==> config.mk <==
export PLATFORM = sky130hd
export DESIGN_NAME = tsp_channel
export DESIGN_NICKNAME = d
export VERILOG_FILES = /design/src/verilog/tsp_pkg.sv /design/src/verilog/tsp_axil_port.sv /design/src/verilog/tsp_pwm_core.sv /design/src/verilog/tsp_channel.sv
export SDC_FILE = /design/constraint.sdc
export NUM_CORES = 1
export LEC_CHECK = 0
export BUFFER_PORTS_ARGS = -buffer_cell sky130_fd_sc_hd__buf_2
export CAP_MARGIN = 25
export CELL_PAD_IN_SITES_DETAIL_PLACEMENT = 2
export CELL_PAD_IN_SITES_GLOBAL_PLACEMENT = 2
export CORE_MARGIN = 10
export CORE_UTILIZATION = 25
export CTS_CLUSTER_DIAMETER = 200
export CTS_CLUSTER_SIZE = 24
export DETAILED_ROUTE_END_ITERATION = 8
export GPL_TIMING_DRIVEN = 1
export PLACE_DENSITY = 0.75
export SLEW_MARGIN = 20
export SYNTH_ARGS = -nofsm -noshare
export SYNTH_HDL_FRONTEND = slang
export SYNTH_SLANG_ARGS = --single-unit
==> constraint.sdc <==
create_clock -name clk_sys_in -period 2.9 [get_ports clk_sys_in]
set_clock_uncertainty 0.2 [all_clocks]
set_input_delay 0.58 -clock clk_sys_in [delete_from_list [all_inputs] [get_ports clk_sys_in]]
set_output_delay 0.58 -clock clk_sys_in [all_outputs]
set_load 0.05 [all_outputs]
==> src/verilog/tsp_pkg.sv <==
// Purpose: Shared constants for the timer-shared PWM channel
// Assumes: 32-bit AXI4-Lite register access, one word per register
// Notes:   Byte address is four times the register index

package tsp_pkg;

	// Register indices and byte addresses
	localparam int          TSP_ADDR_W    = 12;
	localparam logic [11:0] TSP_DUTY_IDX  = 12'h0314;
	localparam logic [11:0] TSP_CTL_IDX   = 12'h0316;
	localparam logic [11:0] TSP_DUTY_ADDR = {TSP_DUTY_IDX[9:0], 2'b00};
	localparam logic [11:0] TSP_CTL_ADDR  = {TSP_CTL_IDX[9:0], 2'b00};

	// Duty register fields
	localparam int TSP_DUTY_W      = 10;
	localparam int TSP_DUTY_MSB_LO = 8;
	localparam int TSP_DUTY_LSB_LO = 6;

	// Control register fields
	localparam int         TSP_CTL_EN_BIT  = 7;
	localparam int         TSP_CTL_OUT_BIT = 5;
	localparam int         TSP_CTL_INV_BIT = 4;
	localparam logic [7:0] TSP_CTL_RST     = 8'h00;

	// Bus responses
	localparam logic [1:0] TSP_RESP_OKAY   = 2'b00;
	localparam logic [1:0] TSP_RESP_SLVERR = 2'b10;

endpackage : tsp_pkg

==> src/verilog/tsp_axil_port.sv <==
// Purpose: AXI4-Lite slave handshake for the channel registers
// Assumes: One write and one read in flight at most
// Notes:   Address and data may arrive in either order

`timescale 1ns/1ps

module tsp_axil_port
#(
	parameter int ADDR_W = tsp_pkg::TSP_ADDR_W
)
(
	// Clock and reset
	input  wire logic              clk_sys_in,
	input  wire logic              reset_in,
	// AXI4-Lite write
	input  wire logic [ADDR_W-1:0] s_axi_awaddr_in,
	input  wire logic              s_axi_awvalid_in,
	output logic                   s_axi_awready_out,
	input  wire logic [31:0]       s_axi_wdata_in,
	input  wire logic [3:0]        s_axi_wstrb_in,
	input  wire logic              s_axi_wvalid_in,
	output logic                   s_axi_wready_out,
	output logic [1:0]             s_axi_bresp_out,
	output logic                   s_axi_bvalid_out,
	input  wire logic              s_axi_bready_in,
	// AXI4-Lite read
	input  wire logic [ADDR_W-1:0] s_axi_araddr_in,
	input  wire logic              s_axi_arvalid_in,
	output logic                   s_axi_arready_out,
	output logic [31:0]            s_axi_rdata_out,
	output logic [1:0]             s_axi_rresp_out,
	output logic                   s_axi_rvalid_out,
	input  wire logic              s_axi_rready_in,
	// Register side
	output logic                   wr_en_out,
	output logic [ADDR_W-1:0]      wr_addr_out,
	output logic [31:0]            wr_data_out,
	output logic [3:0]             wr_strb_out,
	input  wire logic              wr_ok_in,
	output logic                   rd_en_out,
	output logic [ADDR_W-1:0]      rd_addr_out,
	input  wire logic [31:0]       rd_data_in,
	input  wire logic              rd_ok_in
);
	import tsp_pkg::*;

	if (ADDR_W < TSP_ADDR_W)
	begin : g_chk
		$error("tsp_axil_port: ADDR_W too narrow");
	end

	typedef struct packed {
		logic              aw_h;
		logic [ADDR_W-1:0] aw_a;
		logic              w_h;
		logic [31:0]       w_d;
		logic [3:0]        w_s;
		logic              bv;
		logic [1:0]        br;
		logic              rv;
		logic [31:0]       rd;
		logic [1:0]        rr;
	} tsp_axil_st_t;

	tsp_axil_st_t st_r;
	tsp_axil_st_t st_nxt;

	assign s_axi_awready_out = !st_r.aw_h && !st_r.bv;
	assign s_axi_wready_out  = !st_r.w_h && !st_r.bv;
	assign s_axi_arready_out = !st_r.rv;
	assign s_axi_bvalid_out  = st_r.bv;
	assign s_axi_bresp_out   = st_r.br;
	assign s_axi_rvalid_out  = st_r.rv;
	assign s_axi_rdata_out   = st_r.rd;
	assign s_axi_rresp_out   = st_r.rr;
	assign wr_en_out         = st_r.aw_h && st_r.w_h && !st_r.bv;
	assign wr_addr_out       = st_r.aw_a;
	assign wr_data_out       = st_r.w_d;
	assign wr_strb_out       = st_r.w_s;
	assign rd_en_out         = s_axi_arvalid_in && !st_r.rv;
	assign rd_addr_out       = s_axi_araddr_in;

	always_comb
	begin
		st_nxt = st_r;
		if (s_axi_awvalid_in && s_axi_awready_out)
		begin
			st_nxt.aw_h = 1'b1;
			st_nxt.aw_a = s_axi_awaddr_in;
		end
		if (s_axi_wvalid_in && s_axi_wready_out)
		begin
			st_nxt.w_h = 1'b1;
			st_nxt.w_d = s_axi_wdata_in;
			st_nxt.w_s = s_axi_wstrb_in;
		end
		if (wr_en_out)
		begin
			st_nxt.aw_h = 1'b0;
			st_nxt.w_h  = 1'b0;
			st_nxt.bv   = 1'b1;
			st_nxt.br   = wr_ok_in ? TSP_RESP_OKAY : TSP_RESP_SLVERR;
		end
		else if (st_r.bv && s_axi_bready_in)
			st_nxt.bv = 1'b0;
		if (rd_en_out)
		begin
			st_nxt.rv = 1'b1;
			st_nxt.rd = rd_ok_in ? rd_data_in : 32'h0000_0000;
			st_nxt.rr = rd_ok_in ? TSP_RESP_OKAY : TSP_RESP_SLVERR;
		end
		else if (st_r.rv && s_axi_rready_in)
			st_nxt.rv = 1'b0;
		if (reset_in)
			st_nxt = '0;
	end

	always_ff @(posedge clk_sys_in)
		st_r <= st_nxt;

endmodule : tsp_axil_port

==> src/verilog/tsp_pwm_core.sv <==
// Purpose: Duty compare against the shared extended time base
// Assumes: Timer inputs come from logic on the same clock
// Notes:   Level is before polarity inversion

`timescale 1ns/1ps

module tsp_pwm_core
(
	// Clock and reset
	input  wire logic                          clk_sys_in,
	input  wire logic                          reset_in,
	// Shared time base
	input  wire logic [7:0]                    period_timer_count_in,
	input  wire logic [1:0]                    timer_sub_count_in,
	input  wire logic                          timer_tick_in,
	input  wire logic                          period_match_in,
	input  wire logic [7:0]                    period_register_in,
	// Channel control
	input  wire logic [tsp_pkg::TSP_DUTY_W-1:0] duty_in,
	input  wire logic                          enable_in,
	input  wire logic                          sleep_in,
	// Compare result
	output logic                               level_out,
	output logic [tsp_pkg::TSP_DUTY_W-1:0]     cmp_buf_out
);
	import tsp_pkg::*;

	typedef struct packed {
		logic [TSP_DUTY_W-1:0] cmp;
		logic                  lvl;
	} tsp_core_st_t;

	tsp_core_st_t          st_r;
	tsp_core_st_t          st_nxt;
	logic [TSP_DUTY_W-1:0] tbase;
	logic [TSP_DUTY_W:0]   limit;

	assign tbase       = {period_timer_count_in, timer_sub_count_in};
	assign limit       = {1'b0, period_register_in, 2'b00} + 11'h004;
	assign level_out   = st_r.lvl;
	assign cmp_buf_out = st_r.cmp;

	always_comb
	begin
		st_nxt = st_r;
		if (!sleep_in)
		begin
			if (timer_tick_in && period_match_in)
			begin
				st_nxt.cmp = duty_in;
				st_nxt.lvl = (duty_in != '0);
			end
			// Decided one count ahead, the level register adds a cycle
			else if ({1'b0, tbase} + 11'h001 == {1'b0, st_r.cmp} && {1'b0, st_r.cmp} < limit)
				st_nxt.lvl = 1'b0;
			if (!enable_in)
				st_nxt.lvl = 1'b0;
		end
		if (reset_in)
			st_nxt = '0;
	end

	always_ff @(posedge clk_sys_in)
		st_r <= st_nxt;

endmodule : tsp_pwm_core

==> src/verilog/tsp_channel.sv <==
// Purpose: One PWM channel on a shared period timer, AXI4-Lite registers
// Assumes: Timer, period register and pin direction live outside
// Notes:   Duty bytes survive reset; control returns to zero
//
// Contract
// - Duty is high byte plus bits 7:6
// - Duty bytes writable at any time
// - High time is duty times sub-count period
// - Time base is timer count plus sub-count
// - Resolution follows four times period plus one
// - Overlong pulse width leaves pin unchanged
// - Sleep freezes level, compare buffer and pin; pin enable still follows direction
// - Counting resumes from frozen value after wake
// - Output rate follows the system clock
// - Any reset restores control registers
// - Output muxed with port latch, direction gated
// - Control bit 7 enables the channel
// - Control bit 5 reads output level
// - Control bit 4 inverts the output
// - Duty bits untouched by reset
// - Set at restart, clear on duty match
// - Duty at or above period: never cleared
// - Duty buffered, loaded at period match
// - Zero duty stays inactive through restart

`timescale 1ns/1ps

module tsp_channel
#(
	parameter int ADDR_W = tsp_pkg::TSP_ADDR_W
)
(
	// Clock and reset
	input  wire logic              clk_sys_in,
	input  wire logic              reset_in,
	// AXI4-Lite write
	input  wire logic [ADDR_W-1:0] s_axi_awaddr_in,
	input  wire logic              s_axi_awvalid_in,
	output logic                   s_axi_awready_out,
	input  wire logic [31:0]       s_axi_wdata_in,
	input  wire logic [3:0]        s_axi_wstrb_in,
	input  wire logic              s_axi_wvalid_in,
	output logic                   s_axi_wready_out,
	output logic [1:0]             s_axi_bresp_out,
	output logic                   s_axi_bvalid_out,
	input  wire logic              s_axi_bready_in,
	// AXI4-Lite read
	input  wire logic [ADDR_W-1:0] s_axi_araddr_in,
	input  wire logic              s_axi_arvalid_in,
	output logic                   s_axi_arready_out,
	output logic [31:0]            s_axi_rdata_out,
	output logic [1:0]             s_axi_rresp_out,
	output logic                   s_axi_rvalid_out,
	input  wire logic              s_axi_rready_in,
	// Shared period timer
	input  wire logic [7:0]        period_timer_count_in,
	input  wire logic [1:0]        timer_sub_count_in,
	input  wire logic              timer_tick_in,
	input  wire logic              period_match_in,
	input  wire logic [7:0]        period_register_in,
	// Device state and port
	input  wire logic              sleep_in,
	input  wire logic              port_latch_in,
	input  wire logic              pin_direction_in,
	// Outputs
	output logic                   pwm_level_out,
	output logic                   pin_out,
	output logic                   pin_oe_out
);
	import tsp_pkg::*;

	if (ADDR_W < TSP_ADDR_W)
	begin : g_chk
		$error("tsp_channel: ADDR_W too narrow");
	end

	typedef struct packed {
		logic [7:0] duty_msbs;
		logic [1:0] duty_lsbs;
		logic       en;
		logic       inv;
		logic       pin;
		logic       oe;
	} tsp_top_st_t;

	tsp_top_st_t           st_r;
	tsp_top_st_t           st_nxt;
	logic                  wr_en;
	logic [ADDR_W-1:0]     wr_addr;
	logic [31:0]           wr_data;
	logic [3:0]            wr_strb;
	logic                  wr_ok;
	logic                  rd_en;
	logic [ADDR_W-1:0]     rd_addr;
	logic [31:0]           rd_data;
	logic                  rd_ok;
	logic                  hit_duty_w;
	logic                  hit_ctl_w;
	logic                  core_lvl;
	logic [TSP_DUTY_W-1:0] core_buf;
	logic [TSP_DUTY_W-1:0] duty;

	tsp_axil_port #(
		.ADDR_W (ADDR_W)
	) u_port (
		.clk_sys_in        (clk_sys_in),
		.reset_in          (reset_in),
		.s_axi_awaddr_in   (s_axi_awaddr_in),
		.s_axi_awvalid_in  (s_axi_awvalid_in),
		.s_axi_awready_out (s_axi_awready_out),
		.s_axi_wdata_in    (s_axi_wdata_in),
		.s_axi_wstrb_in    (s_axi_wstrb_in),
		.s_axi_wvalid_in   (s_axi_wvalid_in),
		.s_axi_wready_out  (s_axi_wready_out),
		.s_axi_bresp_out   (s_axi_bresp_out),
		.s_axi_bvalid_out  (s_axi_bvalid_out),
		.s_axi_bready_in   (s_axi_bready_in),
		.s_axi_araddr_in   (s_axi_araddr_in),
		.s_axi_arvalid_in  (s_axi_arvalid_in),
		.s_axi_arready_out (s_axi_arready_out),
		.s_axi_rdata_out   (s_axi_rdata_out),
		.s_axi_rresp_out   (s_axi_rresp_out),
		.s_axi_rvalid_out  (s_axi_rvalid_out),
		.s_axi_rready_in   (s_axi_rready_in),
		.wr_en_out         (wr_en),
		.wr_addr_out       (wr_addr),
		.wr_data_out       (wr_data),
		.wr_strb_out       (wr_strb),
		.wr_ok_in          (wr_ok),
		.rd_en_out         (rd_en),
		.rd_addr_out       (rd_addr),
		.rd_data_in        (rd_data),
		.rd_ok_in          (rd_ok)
	);

	assign duty = {st_r.duty_msbs, st_r.duty_lsbs};

	tsp_pwm_core u_core (
		.clk_sys_in            (clk_sys_in),
		.reset_in              (reset_in),
		.period_timer_count_in (period_timer_count_in),
		.timer_sub_count_in    (timer_sub_count_in),
		.timer_tick_in         (timer_tick_in),
		.period_match_in       (period_match_in),
		.period_register_in    (period_register_in),
		.duty_in               (duty),
		.enable_in             (st_r.en),
		.sleep_in              (sleep_in),
		.level_out             (core_lvl),
		.cmp_buf_out           (core_buf)
	);

	// Address decode
	assign hit_duty_w = (wr_addr == ADDR_W'(TSP_DUTY_ADDR));
	assign hit_ctl_w  = (wr_addr == ADDR_W'(TSP_CTL_ADDR));
	assign wr_ok      = hit_duty_w || hit_ctl_w;
	assign rd_ok      = (rd_addr == ADDR_W'(TSP_DUTY_ADDR)) || (rd_addr == ADDR_W'(TSP_CTL_ADDR));

	// Polarity after compare
	assign pwm_level_out = core_lvl ^ st_r.inv;
	assign pin_out       = st_r.pin;
	assign pin_oe_out    = st_r.oe;

	// Read mux; unused bits read zero
	always_comb
	begin
		rd_data = 32'h0000_0000;
		if (rd_addr == ADDR_W'(TSP_DUTY_ADDR))
		begin
			rd_data[TSP_DUTY_MSB_LO +: 8] = st_r.duty_msbs;
			rd_data[TSP_DUTY_LSB_LO +: 2] = st_r.duty_lsbs;
		end
		else if (rd_addr == ADDR_W'(TSP_CTL_ADDR))
		begin
			rd_data[TSP_CTL_EN_BIT]  = st_r.en;
			rd_data[TSP_CTL_OUT_BIT] = pwm_level_out;
			rd_data[TSP_CTL_INV_BIT] = st_r.inv;
		end
	end

	always_comb
	begin
		st_nxt = st_r;
		if (wr_en && hit_duty_w && !reset_in)
		begin
			if (wr_strb[1])
				st_nxt.duty_msbs = wr_data[TSP_DUTY_MSB_LO +: 8];
			if (wr_strb[0])
				st_nxt.duty_lsbs = wr_data[TSP_DUTY_LSB_LO +: 2];
		end
		if (wr_en && hit_ctl_w && wr_strb[0] && !reset_in)
		begin
			st_nxt.en  = wr_data[TSP_CTL_EN_BIT];
			st_nxt.inv = wr_data[TSP_CTL_INV_BIT];
		end
		// Pin mux; held while asleep
		if (!sleep_in)
			st_nxt.pin = st_r.en ? pwm_level_out : port_latch_in;
		st_nxt.oe = !pin_direction_in;
		if (reset_in)
		begin
			st_nxt.en  = TSP_CTL_RST[TSP_CTL_EN_BIT];
			st_nxt.inv = TSP_CTL_RST[TSP_CTL_INV_BIT];
			st_nxt.pin = 1'b0;
			st_nxt.oe  = 1'b0;
		end
	end

	always_ff @(posedge clk_sys_in)
		st_r <= st_nxt;

	// Checks
	logic [TSP_DUTY_W-1:0] tbase_chk;
	logic [TSP_DUTY_W:0]   limit_chk;
	logic                  restart_chk;

	assign tbase_chk   = {period_timer_count_in, timer_sub_count_in};
	assign limit_chk   = {1'b0, period_register_in, 2'b00} + 11'h004;
	assign restart_chk = timer_tick_in && period_match_in && !sleep_in;

	property p_disable_low;
		@(posedge clk_sys_in) disable iff (reset_in)
		!st_r.en && !sleep_in |=> !core_lvl;
	endproperty
	a_disable_low: assert property (p_disable_low)
		else $error("Disabled channel drove a high level");

	property p_buffer_load;
		@(posedge clk_sys_in) disable iff (reset_in)
		restart_chk |=> core_buf == $past(duty);
	endproperty
	a_buffer_load: assert property (p_buffer_load)
		else $error("Compare buffer not loaded at period match");

	property p_buffer_hold;
		@(posedge clk_sys_in) disable iff (reset_in)
		!(timer_tick_in && period_match_in) |=> $stable(core_buf);
	endproperty
	a_buffer_hold: assert property (p_buffer_hold)
		else $error("Compare buffer changed outside period match");

	property p_zero_duty;
		@(posedge clk_sys_in) disable iff (reset_in)
		restart_chk && st_r.en && duty == '0 |=> !core_lvl ##1 !core_lvl || restart_chk;
	endproperty
	a_zero_duty: assert property (p_zero_duty)
		else $error("Zero duty asserted the output at restart");

	property p_restart_set;
		@(posedge clk_sys_in) disable iff (reset_in)
		restart_chk && st_r.en && duty != '0 |=> core_lvl;
	endproperty
	a_restart_set: assert property (p_restart_set)
		else $error("Output not set at period restart");

	property p_match_clear;
		@(posedge clk_sys_in) disable iff (reset_in)
		!sleep_in && !(timer_tick_in && period_match_in) && {1'b0, tbase_chk} + 11'h001 == {1'b0, core_buf}
			&& {1'b0, core_buf} < limit_chk && core_lvl |=> !core_lvl;
	endproperty
	a_match_clear: assert property (p_match_clear)
		else $error("Output not cleared on duty match");

	property p_full_duty;
		@(posedge clk_sys_in) disable iff (reset_in)
		st_r.en && st_nxt.en && !restart_chk && {1'b0, core_buf} >= limit_chk && core_lvl |=> core_lvl;
	endproperty
	a_full_duty: assert property (p_full_duty)
		else $error("Output cleared with duty beyond period");

	property p_sleep_freeze;
		@(posedge clk_sys_in) disable iff (reset_in)
		sleep_in |=> $stable(core_lvl) && $stable(core_buf) && $stable(st_r.pin);
	endproperty
	a_sleep_freeze: assert property (p_sleep_freeze)
		else $error("Channel state moved during sleep");

	property p_pin_mux;
		@(posedge clk_sys_in) disable iff (reset_in)
		!reset_in && !sleep_in |=> pin_out == ($past(st_r.en) ? $past(pwm_level_out) : $past(port_latch_in));
	endproperty
	a_pin_mux: assert property (p_pin_mux)
		else $error("Pin value does not follow the output mux");

	property p_reset_ctl;
		@(posedge clk_sys_in)
		reset_in |=> !st_r.en && !st_r.inv && !core_lvl && !pin_oe_out;
	endproperty
	a_reset_ctl: assert property (p_reset_ctl)
		else $error("Control not cleared by reset");

	property p_duty_write;
		@(posedge clk_sys_in) disable iff (reset_in)
		wr_en && hit_duty_w && wr_strb[1] |=> st_r.duty_msbs == $past(wr_data[15:8]);
	endproperty
	a_duty_write: assert property (p_duty_write)
		else $error("Duty write was not stored");

	property p_duty_lsb_write;
		@(posedge clk_sys_in) disable iff (reset_in)
		wr_en && hit_duty_w && wr_strb[0] |=> st_r.duty_lsbs == $past(wr_data[7:6]);
	endproperty
	a_duty_lsb_write: assert property (p_duty_lsb_write)
		else $error("Duty low bits were not stored");

	property p_ctl_write;
		@(posedge clk_sys_in) disable iff (reset_in)
		wr_en && hit_ctl_w && wr_strb[0] |=> st_r.en == $past(wr_data[7]) && st_r.inv == $past(wr_data[4]);
	endproperty
	a_ctl_write: assert property (p_ctl_write)
		else $error("Control write was not stored");

	property p_status_read;
		@(posedge clk_sys_in) disable iff (reset_in)
		rd_en && rd_addr == ADDR_W'(TSP_CTL_ADDR) |=> s_axi_rdata_out[5] == $past(pwm_level_out);
	endproperty
	a_status_read: assert property (p_status_read)
		else $error("Status bit does not show the output level");

	property p_pin_oe;
		@(posedge clk_sys_in) disable iff (reset_in)
		!reset_in |=> pin_oe_out == !$past(pin_direction_in);
	endproperty
	a_pin_oe: assert property (p_pin_oe)
		else $error("Pin driver enable does not follow direction");

	property p_rise_at_restart;
		@(posedge clk_sys_in) disable iff (reset_in)
		!core_lvl && !restart_chk |=> !core_lvl;
	endproperty
	a_rise_at_restart: assert property (p_rise_at_restart)
		else $error("Output rose away from period restart");

	property p_rdata_hold;
		@(posedge clk_sys_in) disable iff (reset_in)
		s_axi_rvalid_out && !s_axi_rready_in |=> s_axi_rvalid_out && $stable(s_axi_rdata_out);
	endproperty
	a_rdata_hold: assert property (p_rdata_hold)
		else $error("Read data moved before it was taken");

endmodule : tsp_channel

Word level (Yosys, flattened, before mapping):

Cells that the tools add are included.
W data, S select, Z words.

* divide/modulo/power cells: 0
* $add $sub $neg: 2
* bitwise gates (word level): 2
* $lt $le $gt $ge: 1
* shifts and indexed selects: 0
* multipliers: 0
* equality and inequality tests: 6
* muxes and demuxes: 17
* reduce and logical (&&, ||, !) cells: 32

Operators by type and width (number)
* $eq A12 B12 Y1 const B: 4
* $logic_and A1 B1 Y1: 16
* $mux W16: 1
* $add A10 B1 Y11 const B: 1
* $add A10 B3 Y11 const B: 1
* $eq A11 B10 Y1: 1
* $lt A10 B11 Y1: 1
* $mux W1: 11
* $reduce_bool A10 Y1: 1
* $mux W2: 4
* $mux W8: 1
* $reduce_and A2 Y1: 4
* $logic_not A1 Y1: 6
* $reduce_bool A2 Y1: 2
* $ne A3 B1 Y1 const B: 1
* $logic_or A1 B1 Y1: 2
* $reduce_or A2 Y1: 1
* $not A1 Y1: 1
* $xor A1 B1 Y1: 1

* output and inout port bits: 44
* memories: 0
* latch bits: 0
* memory bits (read-only): 0
* bits of input ports: 90
* RAM bits: 0
* flip-flop bits (word level): 95
* logic and storage cells: 78

Logic depth before layout (Yosys ltp):

* depth after elaboration: 6
* depth in mapped cells: 10
* mapped depth without buffers: 10

By module:

From an unflattened synthesis, not the netlist that was laid out.

* cells, all modules: 659
* area, all modules: 5551.6 sq um

Modules (own cells, without submodules)
* tsp_axil_port: times used 1, area each 3811.2 sq um, seq. area each 1721.7 sq um, cells an instance 479
* tsp_pwm_core: times used 1, area each 1043.5 sq um, seq. area each 220.2 sq um, cells an instance 124
* tsp_channel: times used 1, area each 696.9 sq um, seq. area each 380.4 sq um, cells an instance 56

Least setup slack after synthesis:

Ideal clock, no wire load.

* path kind: input to register
* from: input port period_register_in[3]
* to: register u_core.st_r, in the netlist u_core.level_out
* slack: 351 ps
* data required time: 2578 ps
* arrival time: 2227 ps
* library setup time: 122 ps
* stages on the path: 10
* cells stage by stage: and3_1 nand3_1 xor2_1 ha_1 a21o_1 a211oi_1 o21ai_0 a22o_1 nor4_1 o31ai_1

* longest elaborated chain between the ends: 5

RTL lines
* from (decl): line tsp_channel.sv:60 `input wire logic [7:0] period_register_in,`
* $add A10 B3 Y11
* $lt A10 B11 Y1: line tsp_pwm_core.sv:54 `else if ({1'b0, tbase} + 11'h001 == {1'b0, st_r.cmp} && {1'b0, st_r.cmp} < limit)`
* $logic_and A1 B1 Y1: line tsp_pwm_core.sv:54
* $ne A3 B1 Y1 (no source line)
* $reduce_and A2 Y1 (no source line)
* to (signal assigned): line tsp_pwm_core.sv:64 `st_r <= st_nxt;`
* to (decl): line tsp_pwm_core.sv:33 `tsp_core_st_t st_r;`

Every way passes these cells.
A chain may end at the register's enable or synchronous reset.

Worst setup path after layout:

Same ends and word-level chain as after synthesis.

==> run_results.csv <==
group,metric,value,unit
drt,wirelength,10.5,mm
timing,relSlewSlack,54.8,%
clocking,clock_tree.buffer_depth,2,
placement,preCtsSetupSlack,-0.273,ns
power,power.share.combinational,12.8,%
critical_path,cp-startpoint,"period_register_in[3]",
drt,drt_first_pass_iters,4,
worst_hold_path,min_path_type,"in2reg",
clocking,clock_latency,0.33,ns
die,die_area,18400,µm²
critical_path,critPathLaunchType,"input port",
critical_path,r2r_start,"u_core.cmp_buf_out[7]",
clocking,cts-htree-levels,3,
timing,fmax,363,MHz
drt,drc,0,
die,die_h,136,µm
placement,io_buffers,88,
power,p_per_area,626,nW/µm²
critical_path,r2r-end,"u_core.level_out",
clocking,numCtsBuffers,9,
cells_and_area,drive_gt1_share,25.7,%
power,intPower,1.93,mW
critical_path,crit_required,2.89,ns
clocking,cts_tree,"done",
logic_synthesis,avgSynthCellArea,8.61,µm²
clocking,clockRootBuffer,"clkbuf_16",
critical_path,crit_end,"u_core.level_out",
critical_path,cp.arrival,2.74,ns
die,io_pins,134,
cells_and_area,layout.nets,564,
power,ir_worst_vdd,0.000215,V
power,pwr-share-clk,48.1,%
power,p_leak,1.73,nW
logic_synthesis,ys_seq_area_share,43.7,%
drt,detail-route-antenna-nets,0,
die,row_count,42,
die,initial_core_util,25.3,%
logic_synthesis,ys_seq_elements,68,
power,p_seq_share,39.1,%
timing,hold_viol_final,0,
clocking,cts-hold-fix-buffers,0,
global_routing,grt_pass1_wl,16.4,mm
logic_synthesis,yosysUniqueCellTypes,46,
critical_path,crit_type,"in2reg",
cells_and_area,antennaDiodeCount,0,
critical_path,rr_worst_depth,8,
clocking,clk_pin_slew,0.06,ns
placement,dp_cells,630,
placement,routabilityCongestion,0.772,
critical_path,end_kind,"register",
logic_synthesis,yosys_warnings,0,
timing,setup-violations-final,0,
timing,fin_crit,2.75,ns
drt,num_vias,2941,
cells_and_area,mostFrequentLayoutCell,"buf_2",
die,design.core.area,13200,µm²
drt,wl_per_cell,16.2,µm
cells_and_area,stdcell_count,646,
global_routing,track_usage,11.2,%
power,switchingPower,0.660,mW
cells_and_area,area_growth,23.8,%
power,p_sw_share,25.4,%
placement,hpwl,8.35,mm
timing,grt_setup_unrepaired,"no",
die,die_w,136,µm
logic_synthesis,synth_edf_count,10,
timing,worst_slack,0.148,ns
cells_and_area,final_cell_mix,"buf_2 (88), nand2_1 (80), dfxtp_1 (58), a21oi_1 (42), nor2_1 (26)",
logic_synthesis,syn_inst,388,
run_status,status,"complete, no violations",
critical_path,cp_max_fo,2,
logic_synthesis,ys.flop_type,"dfxtp_1",
timing,slew_violations,0,
timing,finalSetupTns,0,ns
drt,via_per_inst,4.55,
drt,drt-initial-drc-count,82,
timing,worst_pin_slew,0.672,ns
global_routing,antenna_found_initial,0,
global_routing,grt_pass1_vias,3180,
flow_run,drv_cap,0,
cells_and_area,fillerInstances,1521,
logic_synthesis,async_flop_share,0,%
timing,post-route-period-util,94.9,%
critical_path,r2r_setup_slack,0.57,ns
clocking,cts.sinks,68,
global_routing,gr-total-overflow,0,
global_routing,grt_max_degree,58,
logic_synthesis,synth_area,3340,µm²
synth_stat cells, types with 3 or more instances:
cell type / count / area [µm²]
a22oi_1: 13 / 97.6
nor3_1: 5 / 25.0
a21oi_1: 42 / 210
nor2_1: 26 / 97.6
buf_4: 36 / 270
edfxtp_1: 10 / 300
nand4_1: 3 / 18.8
xnor2_1: 7 / 61.3
and2_1: 5 / 31.3
a211oi_1: 3 / 22.5
buf_6: 3 / 33.8
inv_1: 5 / 18.8
xor2_1: 11 / 96.3
nand2_1: 80 / 300
nor4_1: 6 / 37.5
dfxtp_1: 58 / 1160
clkbuf_1: 12 / 45.0
ha_1: 9 / 113
o21ai_0: 6 / 30.0
nand3_1: 10 / 50.1
mux2i_1: 4 / 40.0
flip-flops by register name, indices dropped and copies added, names as in the netlist, 2 cells and up:
register and flops:
u_port.wr_addr_out 12, duty 10, st_r 2, u_port.st_r 2, u_port.wr_strb_out 2, u_port.wr_data_out 11, u_port.s_axi_rdata_out 12, u_core.cmp_buf_out 10
cells by family (layout without fill, tap and decap cells):
| logic type | Yosys count | in the layout | synth area share [%] |
|---|---|---|---|
| multiplexers | 6 | 6 | 1.87 |
| AND/OR/NAND/NOR | 152 | 152 | 21.0 |
| XOR/XNOR | 18 | 18 | 4.72 |
| other | 1 | 22 | 0.112 |
| adder cells (fa/ha/maj) | 9 | 9 | 3.37 |
| buffers and inverters | 56 | 117 | 11.0 |
| flip-flops | 68 | 68 | 43.7 |
| AO/OA/AOI/OAI | 78 | 78 | 14.2 |
routing by layer:
layer	GRT usage (%)	vias to the layer above	routed length, µm
li1	-	1440	-
met1	12.3	1425	4400
met2	19.7	68	5430
met3	4.38	8	563
met4	2.33	0	63
met5	0	-	0
worst max-delay path, stage by stage:
cell and delay (ns):
buf_2 0.11, and3_1 0.18, nand3_1 0.09, xor2_1 0.19
ha_1 0.28, a21o_1 0.19, a211oi_1 0.24, o21ai_0 0.13
a22o_1 0.22, nor4_2 0.32, buf_4 0.16, o31ai_1 0.05
power groups by stage:
stage                     registers (mW)  logic (mW)  clock network [mW]
final                               1.01       0.333                1.25
after floorplan                     1.04       0.244                   0
after detailed placement            1.03       0.333                   0
after global routing                1.02       0.366                1.33
after CTS                           1.01       0.335                1.28
after global placement              1.03       0.319                   0
cell type report:
type	count	area, µm²	share of cell area [%]
inverter	5	18.8	0.453
tap	176	220	5.32
multi-input combinational	285	1600	38.6
timing repair buffer	96	500	12.1
clock buffer	10	229	5.53
sequential	68	1460	35.3
clock inverter	6	111	2.69
per-stage QoR:
stage / power [mW] / instance area [µm²] / hold slack (ns) / utilization [%]
final: 2.59 / 4140 / 0.196 / 31.4
after detailed placement: 1.37 / 3790 / 0.221 / 28.8
after floorplan: 1.28 / 3420 / 0.208 / -
after CTS: 2.63 / 4130 / 0.185 / 31.3
after global placement: 1.35 / 3790 / 0.219 / 28.8
after global routing: 2.71 / 4140 / 0.186 / 31.4
how the worst min path moves through the flow:
| stage | startpoint | end | depth (start not counted) |
|---|---|---|---|
| final | pin_direction_in | pin_oe_out | 2 |
| after detailed placement | u_port.wr_data_out[8] | duty[2] | 0 |
| after CTS | pin_direction_in | pin_oe_out | 2 |
| after floorplan | u_port.wr_data_out[6] | duty[0] | 0 |
| after global routing | pin_direction_in | pin_oe_out | 2 |
| after global placement | u_port.wr_data_out[6] | duty[0] | 0 |
repair_timing:
item,CTS,global route
setup buffers,0,0
gates resized for setup,0,1
setup endpoints to repair,0,1
hold endpoints to repair,0,0
(Power assumes the default switching activity.)
